### config.mk
export PLATFORM = sky130hd
export DESIGN_NAME = tmr_timer
export DESIGN_NICKNAME = d
export VERILOG_FILES = /design/src/rtl/tmr_pkg.sv /design/src/rtl/tmr_timer.sv
export SDC_FILE = /design/constraint.sdc
export NUM_CORES = 1
export LEC_CHECK = 0
export BUFFER_PORTS_ARGS = -buffer_cell sky130_fd_sc_hd__buf_2
export CAP_MARGIN = 40
export CORE_MARGIN = 4
export CORE_UTILIZATION = 55
export DETAILED_ROUTE_END_ITERATION = 10
export PLACE_DENSITY = 0.78
export SKIP_CTS_REPAIR_TIMING = 1
export SLEW_MARGIN = 20
export SYNTH_ARGS = -nofsm -noshare
export SYNTH_HDL_FRONTEND = slang
export SYNTH_SLANG_ARGS = --single-unit
### constraint.sdc
create_clock -name pclk -period 3.4 [get_ports pclk]
set_input_delay 0.68 -clock pclk [delete_from_list [all_inputs] [get_ports pclk]]
set_output_delay 0.68 -clock pclk [all_outputs]
set_load 0.01 [all_outputs]
### src/rtl/tmr_pkg.sv
/*
  tmr_pkg: register map, field layout, reset values and mode codes
  for the reloading 16-bit timer.
  assumes: APB byte addresses, one register per aligned 32-bit word.
*/
package tmr_pkg;

  // register byte offsets
  localparam logic [7:0] OFF_COUNT_HIGH  = 8'h00;
  localparam logic [7:0] OFF_COUNT_LOW   = 8'h04;
  localparam logic [7:0] OFF_RELOAD_HIGH = 8'h08;
  localparam logic [7:0] OFF_RELOAD_LOW  = 8'h0c;
  localparam logic [7:0] OFF_CONTROL_0   = 8'h10;
  localparam logic [7:0] OFF_CONTROL_1   = 8'h14;
  localparam logic [7:0] OFF_INT_STATUS  = 8'h18;
  localparam logic [7:0] OFF_INT_MASK    = 8'h1c;
  localparam logic [7:0] OFF_CAPTURE     = 8'h20;

  // control 0 fields
  localparam int CTL0_MODE_HIGH_BIT = 7;
  localparam int CTL0_OUT_EN_BIT    = 0;

  // interrupt status bits
  localparam int IRQ_RELOAD_BIT  = 0;
  localparam int IRQ_CAPTURE_BIT = 1;
  localparam int IRQ_WIDTH       = 2;

  // reset values
  localparam logic [15:0] COUNT_RESET   = 16'h0001;
  localparam logic [15:0] RELOAD_RESET  = 16'hffff;
  localparam logic [15:0] COUNT_RESTART = 16'h0001;
  localparam logic [7:0]  CTL_RESET     = 8'h00;

  // control 1 layout, msb first
  typedef struct packed {
    logic       enable;
    logic       input_polarity_bit;
    logic [2:0] prescale_select;
    logic [2:0] mode_select_low;
  } tmr_ctl1_type;

  // full mode value {mode_select_high, mode_select_low}
  typedef enum logic [3:0] {
    MODE_ONE_SHOT        = 4'b0000,
    MODE_CONTINUOUS      = 4'b0001,
    MODE_COUNTER         = 4'b0010,
    MODE_CAPTURE_RESTART = 4'b1000
  } tmr_mode_type;

endpackage

### src/rtl/tmr_timer.sv
/*
  tmr_timer: 16-bit reloading timer with continuous, counter and
  capture-restart modes, APB register slave and one level interrupt.
  assumes: single clock pclk, async active-low presetn, timer input
  arrives from a pin in another clock domain.
*/
// Our own choices: the address map and the APB register port.
// What this block does
// - continuous mode: written start count used once, later passes restart at 0001H
// - continuous mode counts prescaled system clock, never the pin
// - continuous period after first equals reload times prescale divisor
// - first continuous pass counts from loaded start up to reload
// - counter mode increments on transitions of the timer input pin
// - polarity bit picks rising or falling input edge in counter mode
// - counter mode bypasses prescaler, one count per qualifying edge
// - counter mode at reload: interrupt, count back to 0001H, keep counting
// - output pin inverts at every reload when its function is enabled
// - capture-restart: polarity 0 captures on rising, 1 on falling edge
// - prescaler divides by two to the three-bit prescale code, 1 to 128
// - prescaler is cleared while the timer is disabled
// - four-bit mode is control 0 high bit plus control 1 low bits
// - disabled: output follows polarity; enabled: toggles at each reload
`timescale 1ns/1ps

module tmr_timer (
  input  wire logic        pclk,            // system clock, 100 MHz
  input  wire logic        presetn,         // async reset, active low
  input  wire logic        psel,            // apb select
  input  wire logic        penable,         // apb access phase
  input  wire logic        pwrite,          // apb direction
  input  wire logic [7:0]  paddr,           // apb byte address
  input  wire logic [31:0] pwdata,          // apb write data
  output logic      [31:0] prdata,          // apb read data
  output logic             pready,          // apb ready
  output logic             pslverr,         // apb error, unmapped address
  input  wire logic        timer_input_pin, // external timer input
  output logic             timer_output_pin,   // timer output level
  output logic             timer_output_oe_n,  // low while pin driven
  output logic             irq              // level interrupt
);

  // register state
  logic [15:0]               count_q;
  logic [15:0]               reload_q;
  logic [15:0]               capture_q;
  logic [7:0]                ctl0_q;
  tmr_pkg::tmr_ctl1_type     ctl1_q;
  logic [tmr_pkg::IRQ_WIDTH-1:0] status_q;
  logic [tmr_pkg::IRQ_WIDTH-1:0] mask_q;
  logic [6:0]                presc_q;
  logic                      in_meta_q;
  logic                      in_sync_q;
  logic                      in_prev_q;
  logic                      out_level_q;

  // bus decode
  logic        wr_en;
  logic        rd_setup;
  logic        addr_hit;
  logic [31:0] rd_word;

  // timer datapath
  tmr_pkg::tmr_mode_type mode;
  logic [6:0]  presc_mask;
  logic        presc_tick;
  logic        in_edge;
  logic        step;
  logic        at_reload;
  logic        reload_evt;
  logic        capture_evt;
  logic [tmr_pkg::IRQ_WIDTH-1:0] set_bits;

  // write takes effect only at the edge where ready is sampled high
  assign wr_en    = psel & penable & pready & pwrite;
  assign rd_setup = psel & ~penable;

  // mode assembled from the two control registers
  assign mode = tmr_pkg::tmr_mode_type'({ctl0_q[tmr_pkg::CTL0_MODE_HIGH_BIT],
                                        ctl1_q.mode_select_low});

  // divide by 2**code: tick when the low code bits are all ones
  assign presc_mask = 7'((8'h01 << ctl1_q.prescale_select) - 8'h01);
  assign presc_tick = ((presc_q & presc_mask) == presc_mask);

  // edge detect reads only the second synchroniser stage
  assign in_edge = ctl1_q.input_polarity_bit ? (in_prev_q & ~in_sync_q)
                                             : (~in_prev_q & in_sync_q);

  // count source per mode
  always_comb begin
    step        = 1'b0;
    capture_evt = 1'b0;
    case (mode)
      tmr_pkg::MODE_CONTINUOUS: begin
        step = ctl1_q.enable & presc_tick;
      end
      tmr_pkg::MODE_COUNTER: begin
        step = ctl1_q.enable & in_edge;
      end
      tmr_pkg::MODE_CAPTURE_RESTART: begin
        step        = ctl1_q.enable & presc_tick;
        capture_evt = ctl1_q.enable & in_edge;
      end
      default: begin
        step        = 1'b0;
        capture_evt = 1'b0;
      end
    endcase
  end

  assign at_reload  = (count_q == reload_q);
  assign reload_evt = step & at_reload & ~capture_evt;

  // input synchroniser, then previous sample for edges
  always_ff @(posedge pclk or negedge presetn) begin
    if (!presetn) begin
      in_meta_q <= 1'b0;
      in_sync_q <= 1'b0;
      in_prev_q <= 1'b0;
    end else begin
      in_meta_q <= timer_input_pin;
      in_sync_q <= in_meta_q;
      in_prev_q <= in_sync_q;
    end
  end

  // prescaler, held clear while disabled so each start divides cleanly
  always_ff @(posedge pclk or negedge presetn) begin
    if (!presetn) begin
      presc_q <= 7'h00;
    end else if (!ctl1_q.enable) begin
      presc_q <= 7'h00;
    end else begin
      presc_q <= presc_q + 7'h01;
    end
  end

  // count: software byte writes win over the running count
  always_ff @(posedge pclk or negedge presetn) begin
    if (!presetn) begin
      count_q <= tmr_pkg::COUNT_RESET;
    end else if (wr_en && paddr == tmr_pkg::OFF_COUNT_HIGH) begin
      count_q[15:8] <= pwdata[7:0];
    end else if (wr_en && paddr == tmr_pkg::OFF_COUNT_LOW) begin
      count_q[7:0] <= pwdata[7:0];
    end else if (capture_evt) begin
      count_q <= tmr_pkg::COUNT_RESTART;
    end else if (reload_evt) begin
      // start value only shapes the first pass
      count_q <= tmr_pkg::COUNT_RESTART;
    end else if (step) begin
      count_q <= count_q + 16'h0001;
    end
  end

  // capture register
  always_ff @(posedge pclk or negedge presetn) begin
    if (!presetn) begin
      capture_q <= 16'h0000;
    end else if (capture_evt) begin
      capture_q <= count_q;
    end
  end

  // reload register, byte halves
  always_ff @(posedge pclk or negedge presetn) begin
    if (!presetn) begin
      reload_q <= tmr_pkg::RELOAD_RESET;
    end else if (wr_en && paddr == tmr_pkg::OFF_RELOAD_HIGH) begin
      reload_q[15:8] <= pwdata[7:0];
    end else if (wr_en && paddr == tmr_pkg::OFF_RELOAD_LOW) begin
      reload_q[7:0] <= pwdata[7:0];
    end
  end

  // control registers; enable is expected to be written last
  always_ff @(posedge pclk or negedge presetn) begin
    if (!presetn) begin
      ctl0_q <= tmr_pkg::CTL_RESET;
      ctl1_q <= tmr_pkg::tmr_ctl1_type'(tmr_pkg::CTL_RESET);
    end else begin
      if (wr_en && paddr == tmr_pkg::OFF_CONTROL_0) begin
        ctl0_q <= pwdata[7:0];
      end
      if (wr_en && paddr == tmr_pkg::OFF_CONTROL_1) begin
        ctl1_q <= tmr_pkg::tmr_ctl1_type'(pwdata[7:0]);
      end
    end
  end

  // output level: follows polarity when idle, toggles on reload.
  // polarity changes while running do not move the level at once
  always_ff @(posedge pclk or negedge presetn) begin
    if (!presetn) begin
      out_level_q <= 1'b0;
    end else if (!ctl1_q.enable) begin
      out_level_q <= ctl1_q.input_polarity_bit;
    end else if (reload_evt) begin
      out_level_q <= ~out_level_q;
    end
  end

  // pin drive registered so the port comes from a flop
  always_ff @(posedge pclk or negedge presetn) begin
    if (!presetn) begin
      timer_output_pin  <= 1'b0;
      timer_output_oe_n <= 1'b1;
    end else begin
      timer_output_pin  <= out_level_q;
      timer_output_oe_n <= ~ctl0_q[tmr_pkg::CTL0_OUT_EN_BIT];
    end
  end

  // sticky status; a new event beats a write-one clear
  assign set_bits = {capture_evt, reload_evt};

  always_ff @(posedge pclk or negedge presetn) begin
    if (!presetn) begin
      status_q <= '0;
    end else if (wr_en && paddr == tmr_pkg::OFF_INT_STATUS) begin
      status_q <= (status_q & ~pwdata[tmr_pkg::IRQ_WIDTH-1:0]) | set_bits;
    end else begin
      status_q <= status_q | set_bits;
    end
  end

  always_ff @(posedge pclk or negedge presetn) begin
    if (!presetn) begin
      mask_q <= '0;
    end else if (wr_en && paddr == tmr_pkg::OFF_INT_MASK) begin
      mask_q <= pwdata[tmr_pkg::IRQ_WIDTH-1:0];
    end
  end

  // interrupt level, one cycle behind the status bits
  always_ff @(posedge pclk or negedge presetn) begin
    if (!presetn) begin
      irq <= 1'b0;
    end else begin
      irq <= |(status_q & mask_q);
    end
  end

  // read mux; unmapped addresses read zero and flag an error
  always_comb begin
    rd_word  = 32'h0000_0000;
    addr_hit = 1'b1;
    case (paddr)
      tmr_pkg::OFF_COUNT_HIGH:  rd_word[7:0] = count_q[15:8];
      tmr_pkg::OFF_COUNT_LOW:   rd_word[7:0] = count_q[7:0];
      tmr_pkg::OFF_RELOAD_HIGH: rd_word[7:0] = reload_q[15:8];
      tmr_pkg::OFF_RELOAD_LOW:  rd_word[7:0] = reload_q[7:0];
      tmr_pkg::OFF_CONTROL_0:   rd_word[7:0] = ctl0_q;
      tmr_pkg::OFF_CONTROL_1:   rd_word[7:0] = ctl1_q;
      tmr_pkg::OFF_INT_STATUS:
        rd_word[tmr_pkg::IRQ_WIDTH-1:0] = status_q;
      tmr_pkg::OFF_INT_MASK:
        rd_word[tmr_pkg::IRQ_WIDTH-1:0] = mask_q;
      tmr_pkg::OFF_CAPTURE:     rd_word[15:0] = capture_q;
      default:                  addr_hit = 1'b0;
    endcase
  end

  // no wait states: answer is registered during the setup cycle
  always_ff @(posedge pclk or negedge presetn) begin
    if (!presetn) begin
      pready  <= 1'b0;
      pslverr <= 1'b0;
      prdata  <= 32'h0000_0000;
    end else begin
      pready  <= rd_setup;
      pslverr <= rd_setup & ~addr_hit;
      prdata  <= (rd_setup && !pwrite) ? rd_word : 32'h0000_0000;
    end
  end

endmodule

==> metrics.md, run 1 <==
| Metric | Value |
|---|---|
| DRC violations left | 0 |
| Root Buffer | sky130_fd_sc_hd__clkbuf_8 |
| Mean post-synth cell area | 10.7 um2 |
| Routed Antenna Nets | 0 |
| Kind of start point of the critical path | flip-flop |
| Proportion of synthesized flip-flops having asynchronous set or reset | 100% |
| Final clock period utilization by the worst path | 78.5% |
| Hold WC Path Type | primary input to asynchronous set/reset pin |
| Met2 routing resource usage after global routing | 37.4% |
| Violation count after the first detailed-route iteration | 448 |
| Std-Cell Core Area | about 0.009 mm2 |
| Synthesized instance count | 490 |
| Yosys Warn Count | 0 |
| Multi-input logic area | 0.00244 mm2 |
| Tmin final | 2.67 ns |
| Critical path endpoint category | flip-flop |
| Final weighted congestion in routability-driven placement | 0.955 |
| WL/cell | 20.2 um |
| PwrDens | 386 mW/mm2 |
| Worst EP arrival | 2.91 ns |
| Detailed-route vias per instance | 6.38 |
| Via count | 4171 |
| Number of standard-cell rows in the floorplan | 35 |
| Share of final-layout standard cells stronger than drive strength 1 | between 20% and 30% |
| DIE AREA | around 0.011 mm2 |
| Most common library cell in the layout ignoring fill and taps | sky130_fd_sc_hd__dfrtp_1 |
| Vias in the first global route | 4082 |
| Highest clock rate | 374 MHz |
| Max-capacitance violation count | 0 |
| Final count of pins violating max slew | 0 |
| Synthesized area | 0.00524 mm2 |
| Post-layout net count | 569 |
| Commonest non-fill, non-tap cells in the layout | sky130_fd_sc_hd__dfrtp_1 (82), sky130_fd_sc_hd__nand2_1 (55), sky130_fd_sc_hd__buf_2 (41), sky130_fd_sc_hd__mux2_2 (38), sky130_fd_sc_hd__xnor2_1 (21) |
| Maximum fanout count along the critical path | 9 |
| Worst slew margin relative to its limit | around half |
| Reg-to-Reg Start | ctl1_q[5]$_DFFE_PN0P_ |
| Total half-perimeter wirelength after legalization and detailed placement | between 9000 and 10000 um |
| Clk slew on worst S/H paths | ~0.11 ns |
| Met1 capacity usage during global routing | 34.8% |
| Chip width | between 100 and 150 um |
| Global route total overflow | 0 |
| Starting utilization of the core area | 56.7% |
| Antenna cells | 0 |
| VDD IR max | between 0.2 and 0.25 mV |
| Portion of the post-synthesis area used by sequential elements | 48.2% |
| Fill cell instance count of the final layout | 766 |
| Die extent in y | 106 um |
| Clock network latency to the later pin of the worst-skew pair | between 0.3 and 0.4 ns |
| Crit path to | count_q[5]$_DFFE_PN0P_ |
| Number of antenna violations at the first check in global routing | 0 |
| CTS tree | done |
| Top-Level Pins | 83 |
| CTS Sinks | 100 |
| Final worst slack | 0.729 ns |
| Fin Clk Skew | ~0.021 ns |
| Register-to-register setup slack | around 0.73 ns |
| Actual transition at the worst max-transition pin | about 0.76 ns |
| WHS | between 0.2 and 0.3 ns |
| Number of flops mapped to enable cells by yosys | 0 |
| Total CTS buffers | 9 |
| Met3 track demand over resource in global routing | under 10% |
| Total number of H-tree levels | 3 |
| Total Routing Usage GR | roughly a quarter |
| Leakage power | 2.49 nW |
| Final setup vio count | 0 |
| Layout Area Growth over Synthesis | 7.66% |
| Number of different library cells in the post-synthesis netlist | 67 |
| Combined flip-flop and latch cell area | roughly 0.0025 mm2 |
| Hold Vio Cnt, Final | 0 |
| Data required, critical path | 3.64 ns |
| Maximum number of pins on one net before global-route repair | 54 |
| Count of TritonRoute iterations in the first routing pass | 6 |
| Unrepaired setup endpoints after global routing | no |
| Pre-CTS setup slack | about 0.6 ns |
| Number of buffers added on ports | 42 |
| Worst reg2reg endpoint | count_q[5]$_DFFE_PN0P_ |
| Global-route wire length before repair | about 22000 um |
| Category of the most critical setup path | flip-flop to flip-flop |
| Deepest clock path buffer count | 2 |
| Final wirelength | 13200 um |
| Total negative slack for setup checks | 0 ns |
| Layer carrying the most global-route usage | met2 |
| R2R cell count | 7 |
| Outcome | completed |
| Source of the critical timing path | ctl1_q[5]$_DFFE_PN0P_ |
| Flop and latch count out of synthesis | 100 |
| Dominant synthesized flop cell | sky130_fd_sc_hd__dfrtp_1 |
final cells by class:
type                    instances  share of cell area, %
clock buffers                  11                   2.33
clock inverters                 5                   1.09
inverters                      18                   1.20
multi-input cells             345                   43.3
flip-flops and latches        100                   44.7
well taps                     129                   2.86
repair buffers                 46                   4.52
per-layer routing:
layer	wire length, um	vias up
met5	0	-
met4	486	0
met3	1240	47
met2	5810	257
met1	5670	2025
li1	-	1842
cells by family after synthesis:
group                      Yosys count  share of synthesized area (%)
adders and majority gates            3                          0.716
buffers and inverters               60                           6.32
muxes                               41                           8.83
other                                1                         0.0715
and+or+nand+nor                    165                           17.5
DFF                                100                           48.2
xor gates and xnor gates            23                           3.84
AOI/OAI and AO/OA                   97                           14.5
synth_stat cells, types with 12 or more instances:
master / count / area, um2
sky130_fd_sc_hd__and3_1: 15 / 93.8
sky130_fd_sc_hd__clkbuf_1: 12 / 45.0
sky130_fd_sc_hd__buf_4: 18 / 135
sky130_fd_sc_hd__o21ai_0: 20 / 100
sky130_fd_sc_hd__mux2_2: 38 / 428
sky130_fd_sc_hd__dfstp_2: 18 / 473
sky130_fd_sc_hd__nand3_1: 20 / 100
sky130_fd_sc_hd__nand2_1: 55 / 206
sky130_fd_sc_hd__inv_1: 18 / 67.6
sky130_fd_sc_hd__dfrtp_1: 82 / 2050
sky130_fd_sc_hd__xnor2_1: 21 / 184
sky130_fd_sc_hd__a222oi_1: 14 / 140
sky130_fd_sc_hd__nand4_1: 14 / 87.6
sky130_fd_sc_hd__nor2_1: 13 / 48.8
where the power goes:
part | internal [W] | switching (W)
clock | 0.000344 | 0.000424
sequential | 0.00121 | 0.0000407
combinational | 0.0000567 | 0.000101
total | 0.00161 | 0.000566
registers in the layout, indices dropped and copies added (netlist names):
name / cells
capture_q: 16
count_q: 16
prdata: 16
reload_q: 16
ctl0_q: 8
ctl1_q: 8
presc_q: 7
mask_q: 2
status_q: 2
in_meta_q: 1
in_prev_q: 1
in_sync_q: 1
irq: 1
out_level_q: 1
pready: 1
pslverr: 1
timer_output_oe_n: 1
timer_output_pin: 1
worst max-delay path, stage by stage (launching register included):
cell	delay, ns
sky130_fd_sc_hd__dfrtp_1	0.50
sky130_fd_sc_hd__or3_4	0.43
sky130_fd_sc_hd__ha_1	0.28
sky130_fd_sc_hd__o211ai_1	0.09
sky130_fd_sc_hd__a211oi_2	0.42
sky130_fd_sc_hd__a21bo_2	0.35
sky130_fd_sc_hd__a21o_1	0.31
sky130_fd_sc_hd__o221ai_1	0.16
how the worst min path moves through the flow:
stage | start | end | slack (ns) | depth (start not counted)
after global routing | presetn | prdata[1]$_DFF_PN0_ | 0.35 | 1
after CTS | presetn | irq$_DFF_PN0_ | 0.33 | 1
after floorplan | in_meta_q$_DFF_PN0_ | in_sync_q$_DFF_PN0_ | 0.33 | 0
after detailed placement | in_meta_q$_DFF_PN0_ | in_sync_q$_DFF_PN0_ | 0.34 | 0
after global placement | in_meta_q$_DFF_PN0_ | in_sync_q$_DFF_PN0_ | 0.33 | 0
final | presetn | prdata[1]$_DFF_PN0_ | 0.30 | 1
metrics by stage:
stage                     total power, W  util, %  cell area, um2  instances
after floorplan                  0.00136        -            5300        505
after global placement           0.00142     59.0            5450        638
after detailed placement         0.00143     59.0            5450        638
after CTS                        0.00219     61.1            5640        654
after global routing             0.00226     61.1            5640        654
final                            0.00218     61.1            5640        654
(Power assumes the default switching activity.)
==> run 2: changes to the inputs <==
clock period = 2.8 ns   (was 3.4 ns; I/O delays follow)
==> metrics.md, run 2 (same netlist as run 1, synthesis figures left out) <==
| Metric | Value |
|---|---|
| Chip width | 106 um |
| Delay of the slowest cell on the worst path | 0.43 ns |
| Kind of start point of the critical path | flip-flop |
| Internal power contribution | approximately 0.0019 W |
| Total negative slack for setup checks | 0 ns |
| Global route total overflow | 0 |
| Total CTS buffers | 9 |
| WL/cell | slightly below 20 um |
| Top-Level Pins | 83 |
| CTS tree | done |
| Number of buffers added on ports | 42 |
| DRC violations left | 0 |
| R2R cell count | 7 |
| Category of the most critical setup path | flip-flop to flip-flop |
| Total half-perimeter wirelength after legalization and detailed placement | 9880 um |
| Final clock period utilization by the worst path | 91.0% |
| Total Routing Usage GR | 24.8% |
| Antenna cells | 0 |
| Final setup vio count | 0 |
| Final worst slack | 0.252 ns |
| Net Sw Frac | 26.5% |
| Highest clock rate | 392 MHz |
| Cell class contributing the biggest share of worst-path delay | compound AO/OA/AOI/OAI gates |
| Critical path depth in cells | 7 |
| Source of the critical timing path | ctl1_q[5]$_DFFE_PN0P_ |
| Data required, critical path | 3.04 ns |
| Leakage power | 2.59 nW |
| Final weighted congestion in routability-driven placement | 0.960 |
| Fin Clk Skew | 0.0128 ns |
| Slowest cell on the critical path | sky130_fd_sc_hd__a211oi_2 |
| Tmin final | roughly 2.5 ns |
| Total number of H-tree levels | 3 |
| Via count | ~4300 |
| Commonest non-fill, non-tap cells in the layout | sky130_fd_sc_hd__dfrtp_1 (82), sky130_fd_sc_hd__nand2_1 (55), sky130_fd_sc_hd__buf_2 (41), sky130_fd_sc_hd__mux2_2 (38), sky130_fd_sc_hd__buf_4 (26) |
| Routed Antenna Nets | 0 |
| Fill cell instance count of the final layout | 768 |
| Violation count after the first detailed-route iteration | 468 |
| Maximum number of pins on one net before global-route repair | 55 |
| PwrDens | 440 mW/mm2 |
| Die extent in y | around 110 um |
| Clk slew on worst S/H paths | approximately 0.10 ns |
| CTS Sinks | 100 |
| Hold Vio Cnt, Final | 0 |
| Starting utilization of the core area | between 50% and 60% |
| Deepest clock path buffer count | 2 |
| Worst EP arrival | 2.79 ns |
| Combinational share of power | 7.6% |
| Count of TritonRoute iterations in the first routing pass | 5 |
| Hold WC Path Type | primary input to asynchronous set/reset pin |
| Maximum fanout count along the critical path | 7 |
| Detailed-route vias per instance | 6.29 |
| Share of final-layout standard cells stronger than drive strength 1 | 28.5% |
| Max-capacitance violation count | 0 |
| Std-Cell Core Area | 0.00924 mm2 |
| Final wirelength | 13400 um |
| Power share of the clock group | 32.5% |
| Ordered cell list for the critical path | or3_4 -> ha_1 -> o211ai_1 -> a211oi_2 -> a21bo_2 -> a21o_1 -> o221ai_1 |
| Register-to-register setup slack | 0.25 ns |
| Number of standard-cell rows in the floorplan | 35 |
| Final instance area | 0.00579 mm2 |
| Number of antenna violations at the first check in global routing | 0 |
| Outcome | completed |
| Cell area reported after detailed placement | between 0.005 and 0.006 mm2 |
| Layout Area Growth over Synthesis | 10.4% |
| Critical path endpoint category | flip-flop |
| Global-route wire length before repair | 21800 um |
| Clock network latency to the later pin of the worst-skew pair | 0.37 ns |
| Psw | 0.000676 W |
| Most common library cell in the layout ignoring fill and taps | sky130_fd_sc_hd__dfrtp_1 |
| Final count of pins violating max slew | 0 |
| Sequential power share | 60.0% |
| Reg-to-Reg Start | ctl1_q[5]$_DFFE_PN0P_ |
| Pre-CTS setup slack | between 0.2 and 0.3 ns |
| Actual transition at the worst max-transition pin | 0.694 ns |
| Unrepaired setup endpoints after global routing | no |
| Post-layout net count | 591 |
| Buf+Inv Stages, Crit Path | 0 |
| Worst slew margin relative to its limit | 53.2% |
| DIE AREA | 0.0112 mm2 |
| VDD IR max | 0.370 mV |
| Vias in the first global route | 4107 |
| Root Buffer | sky130_fd_sc_hd__clkbuf_8 |
run 2: layout make-up:
cell class                 count  area, um2  share of cell area (%)
sequential                   100       2520                    43.6
multi-input combinational    345       2440                    42.2
timing repair buffer          68        420                    7.26
tap                          129        161                    2.79
clock buffer                  11        131                    2.27
inverter                      18       67.6                    1.17
clock inverter                 5       40.0                   0.692
run 2: power by group through the flow:
| stage | logic [W] | registers (W) | clock network (W) |
|---|---|---|---|
| 2_1_floorplan | 0.000125 | 0.00153 | 0 |
| 3_3_place_gp | 0.000185 | 0.00155 | 0 |
| 3_5_place_dp | 0.000190 | 0.00155 | 0 |
| 4_1_cts | 0.000190 | 0.00152 | 0.000840 |
| 5_1_grt | 0.000215 | 0.00153 | 0.000912 |
| 6_report | 0.000193 | 0.00153 | 0.000827 |
run 2: worst register-to-register path: stages (launching register included):
cell,delay [ns]
sky130_fd_sc_hd__dfrtp_1,0.38
sky130_fd_sc_hd__or3_4,0.39
sky130_fd_sc_hd__ha_1,0.30
sky130_fd_sc_hd__o211ai_1,0.10
sky130_fd_sc_hd__a211oi_2,0.44
sky130_fd_sc_hd__a21bo_2,0.36
sky130_fd_sc_hd__a21o_1,0.31
sky130_fd_sc_hd__o221ai_1,0.15
run 2: worst paths after layout:
kind / endpoint
max: count_q[3]$_DFFE_PN0P_
min: timer_output_pin$_DFF_PN0_
max reg2reg: count_q[3]$_DFFE_PN0P_
min reg2reg: in_sync_q$_DFF_PN0_
max in group asynchronous: reload_q[7]$_DFFE_PN1P_
min in group pclk: in_meta_q$_DFF_PN0_
run 2: through the flow:
stage,instances,utilization (%),total power [W],hold slack (ns)
after floorplan,505,-,0.00165,0.264
after global placement,660,60.8,0.00173,0.332
after detailed placement,660,60.8,0.00174,0.336
after CTS,676,62.6,0.00255,0.193
after global routing,676,62.6,0.00266,0.214
final,676,62.6,0.00255,0.183
run 2: per-layer routing:
layer	part of all wire, %	vias up	GRT usage (%)
met5	0	-	0
met4	3.2	0	11.0
li1	-	1891	-
met3	9.9	43	6.18
met1	41	2077	33.2
met2	45	239	38.3
==> run 3: changes to the inputs <==
SETUP_SLACK_MARGIN = 0.4   (was unset)
==> metrics.md, run 3 (same netlist as run 1, synthesis figures left out) <==
| Metric | Value |
|---|---|
| Outcome | completed |
| Number of antenna violations at the first check in global routing | 0 |
| Worst reg2reg endpoint | count_q[0]$_DFFE_PN1P_ |
| Pre-CTS setup slack | around 0.29 ns |
| Total half-perimeter wirelength after legalization and detailed placement | 9880 um |
| Final worst slack | 0.529 ns |
| Final instance area | 0.00582 mm2 |
| Tmin final | 2.27 ns |
| Fill cell instance count of the final layout | about 760 |
| R2R cell count | 8 |
| Worst EP arrival | 2.57 ns |
| Deepest clock path buffer count | 2 |
| CTS tree | done |
| Number of buffers added on ports | 42 |
| Final count of pins violating max slew | 0 |
| Detailed-route vias per instance | 6.32 |
| Global-route wire length before repair | 21800 um |
| Clk slew on worst S/H paths | 0.10 ns |
| Top-Level Pins | 83 |
| Root Buffer | sky130_fd_sc_hd__clkbuf_8 |
| Global route total overflow | 0 |
| Total Routing Usage GR | 24.8% |
| Final clock period utilization by the worst path | approximately four fifths |
| Number of standard-cell rows in the floorplan | 35 |
| Post-layout net count | 592 |
| Highest clock rate | 440 MHz |
| Total negative slack for setup checks | 0 ns |
| Count of TritonRoute iterations in the first routing pass | 8 |
| Total number of H-tree levels | 3 |
| Unrepaired setup endpoints after global routing | no |
| Category of the most critical setup path | flip-flop to flip-flop |
| Hold Vio Cnt, Final | 0 |
| Max-capacitance violation count | 0 |
| Most common library cell in the layout ignoring fill and taps | sky130_fd_sc_hd__dfrtp_1 |
| VDD IR max | 0.369 mV |
| DRC violations left | 0 |
| Final weighted congestion in routability-driven placement | 0.960 |
| Final wirelength | 13500 um |
| Hold WC Path Type | primary input to asynchronous set/reset pin |
| Layout Area Growth over Synthesis | 11.0% |
| Antenna cells | 0 |
| Register-to-register setup slack | 0.53 ns |
| Share of final-layout standard cells stronger than drive strength 1 | 29.4% |
| Commonest non-fill, non-tap cells in the layout | sky130_fd_sc_hd__dfrtp_1 (82), sky130_fd_sc_hd__nand2_1 (55), sky130_fd_sc_hd__buf_2 (41), sky130_fd_sc_hd__mux2_2 (38), sky130_fd_sc_hd__buf_4 (27) |
| WL/cell | approximately 20 um |
| Actual transition at the worst max-transition pin | ~0.6 ns |
| Clock network latency to the later pin of the worst-skew pair | about 0.37 ns |
| Cell area reported after detailed placement | about 0.0056 mm2 |
| Die extent in y | 106 um |
| Data required, critical path | 3.10 ns |
| DIE AREA | between 0.01 and 0.015 mm2 |
| PwrDens | 438 mW/mm2 |
| Routed Antenna Nets | 0 |
| Leakage power | roughly 2.6 nW |
| Vias in the first global route | 4107 |
| Worst slew margin relative to its limit | 59.3% |
| Via count | 4277 |
| Std-Cell Core Area | 0.00924 mm2 |
| Violation count after the first detailed-route iteration | 419 |
| Kind of start point of the critical path | flip-flop |
| Final setup vio count | 0 |
| Critical path endpoint category | flip-flop |
| Fin Clk Skew | around 0.012 ns |
| Starting utilization of the core area | a little under three fifths |
| Maximum fanout count along the critical path | 8 |
| Chip width | 106 um |
| Reg-to-Reg Start | ctl1_q[5]$_DFFE_PN0P_ |
| CTS Sinks | 100 |
| Total CTS buffers | 9 |
| Maximum number of pins on one net before global-route repair | 55 |
## run 3: area by class of cell
cell class                      instances  area [um2]  share of cell area [%]
Clock buffer                           11         131                    2.26
Clock inverter                          5        40.0                   0.688
Inverter                               18        67.6                    1.16
Multi-Input combinational cell        345        2460                    42.4
Sequential cell                       100        2520                    43.4
Tap cell                              129         161                    2.77
Timing Repair Buffer                   69         428                    7.35
## run 3: worst max path at each step
stage	start	to	slack (ns)	cells past startpoint
4_1_cts	ctl1_q[5]$_DFFE_PN0P_	count_q[1]$_DFFE_PN0P_	0.27	7
3_3_place_gp	ctl1_q[5]$_DFFE_PN0P_	count_q[3]$_DFFE_PN0P_	0.33	7
6_report	ctl1_q[5]$_DFFE_PN0P_	count_q[0]$_DFFE_PN1P_	0.53	8
5_1_grt	ctl1_q[5]$_DFFE_PN0P_	count_q[6]$_DFFE_PN0P_	0.42	8
2_1_floorplan	ctl1_q[4]$_DFFE_PN0P_	count_q[0]$_DFFE_PN1P_	0.45	10
3_5_place_dp	ctl1_q[5]$_DFFE_PN0P_	count_q[3]$_DFFE_PN0P_	0.29	7
## run 3: through the flow
| step | instances | power (W) | hold WS (ns) | util (%) |
|---|---|---|---|---|
| after floorplan | 505 | 0.00165 | 0.264 | - |
| after global placement | 660 | 0.00173 | 0.332 | 60.8 |
| after detailed placement | 660 | 0.00174 | 0.336 | 60.8 |
| after CTS | 676 | 0.00255 | 0.193 | 62.6 |
| after global routing | 677 | 0.00266 | 0.214 | 63.0 |
| final | 677 | 0.00255 | 0.184 | 63.0 |
## run 3: power breakdown
group	internal (W)	switching, W
logic	0.0000703	0.000122
registers	0.00147	0.0000526
clock network	0.000327	0.000500
total	0.00187	0.000675
## run 3: layer usage
layer  vias up  track usage [%]  part of all wire [%]
li1       1894                -                     -
met1      2085             33.2                    42
met2       253             38.3                    45
met3        45             6.18                   9.7
met4         0             11.0                   3.5
met5         -                0                     0
## run 3: worst max-delay path: stages, from the launching register on
cell	delay, ns
sky130_fd_sc_hd__dfrtp_1	0.39
sky130_fd_sc_hd__or3_4	0.39
sky130_fd_sc_hd__ha_2	0.22
sky130_fd_sc_hd__o311ai_2	0.25
sky130_fd_sc_hd__a211oi_2	0.13
sky130_fd_sc_hd__buf_4	0.17
sky130_fd_sc_hd__a21o_4	0.24
sky130_fd_sc_hd__and2_4	0.18
sky130_fd_sc_hd__o221a_4	0.24
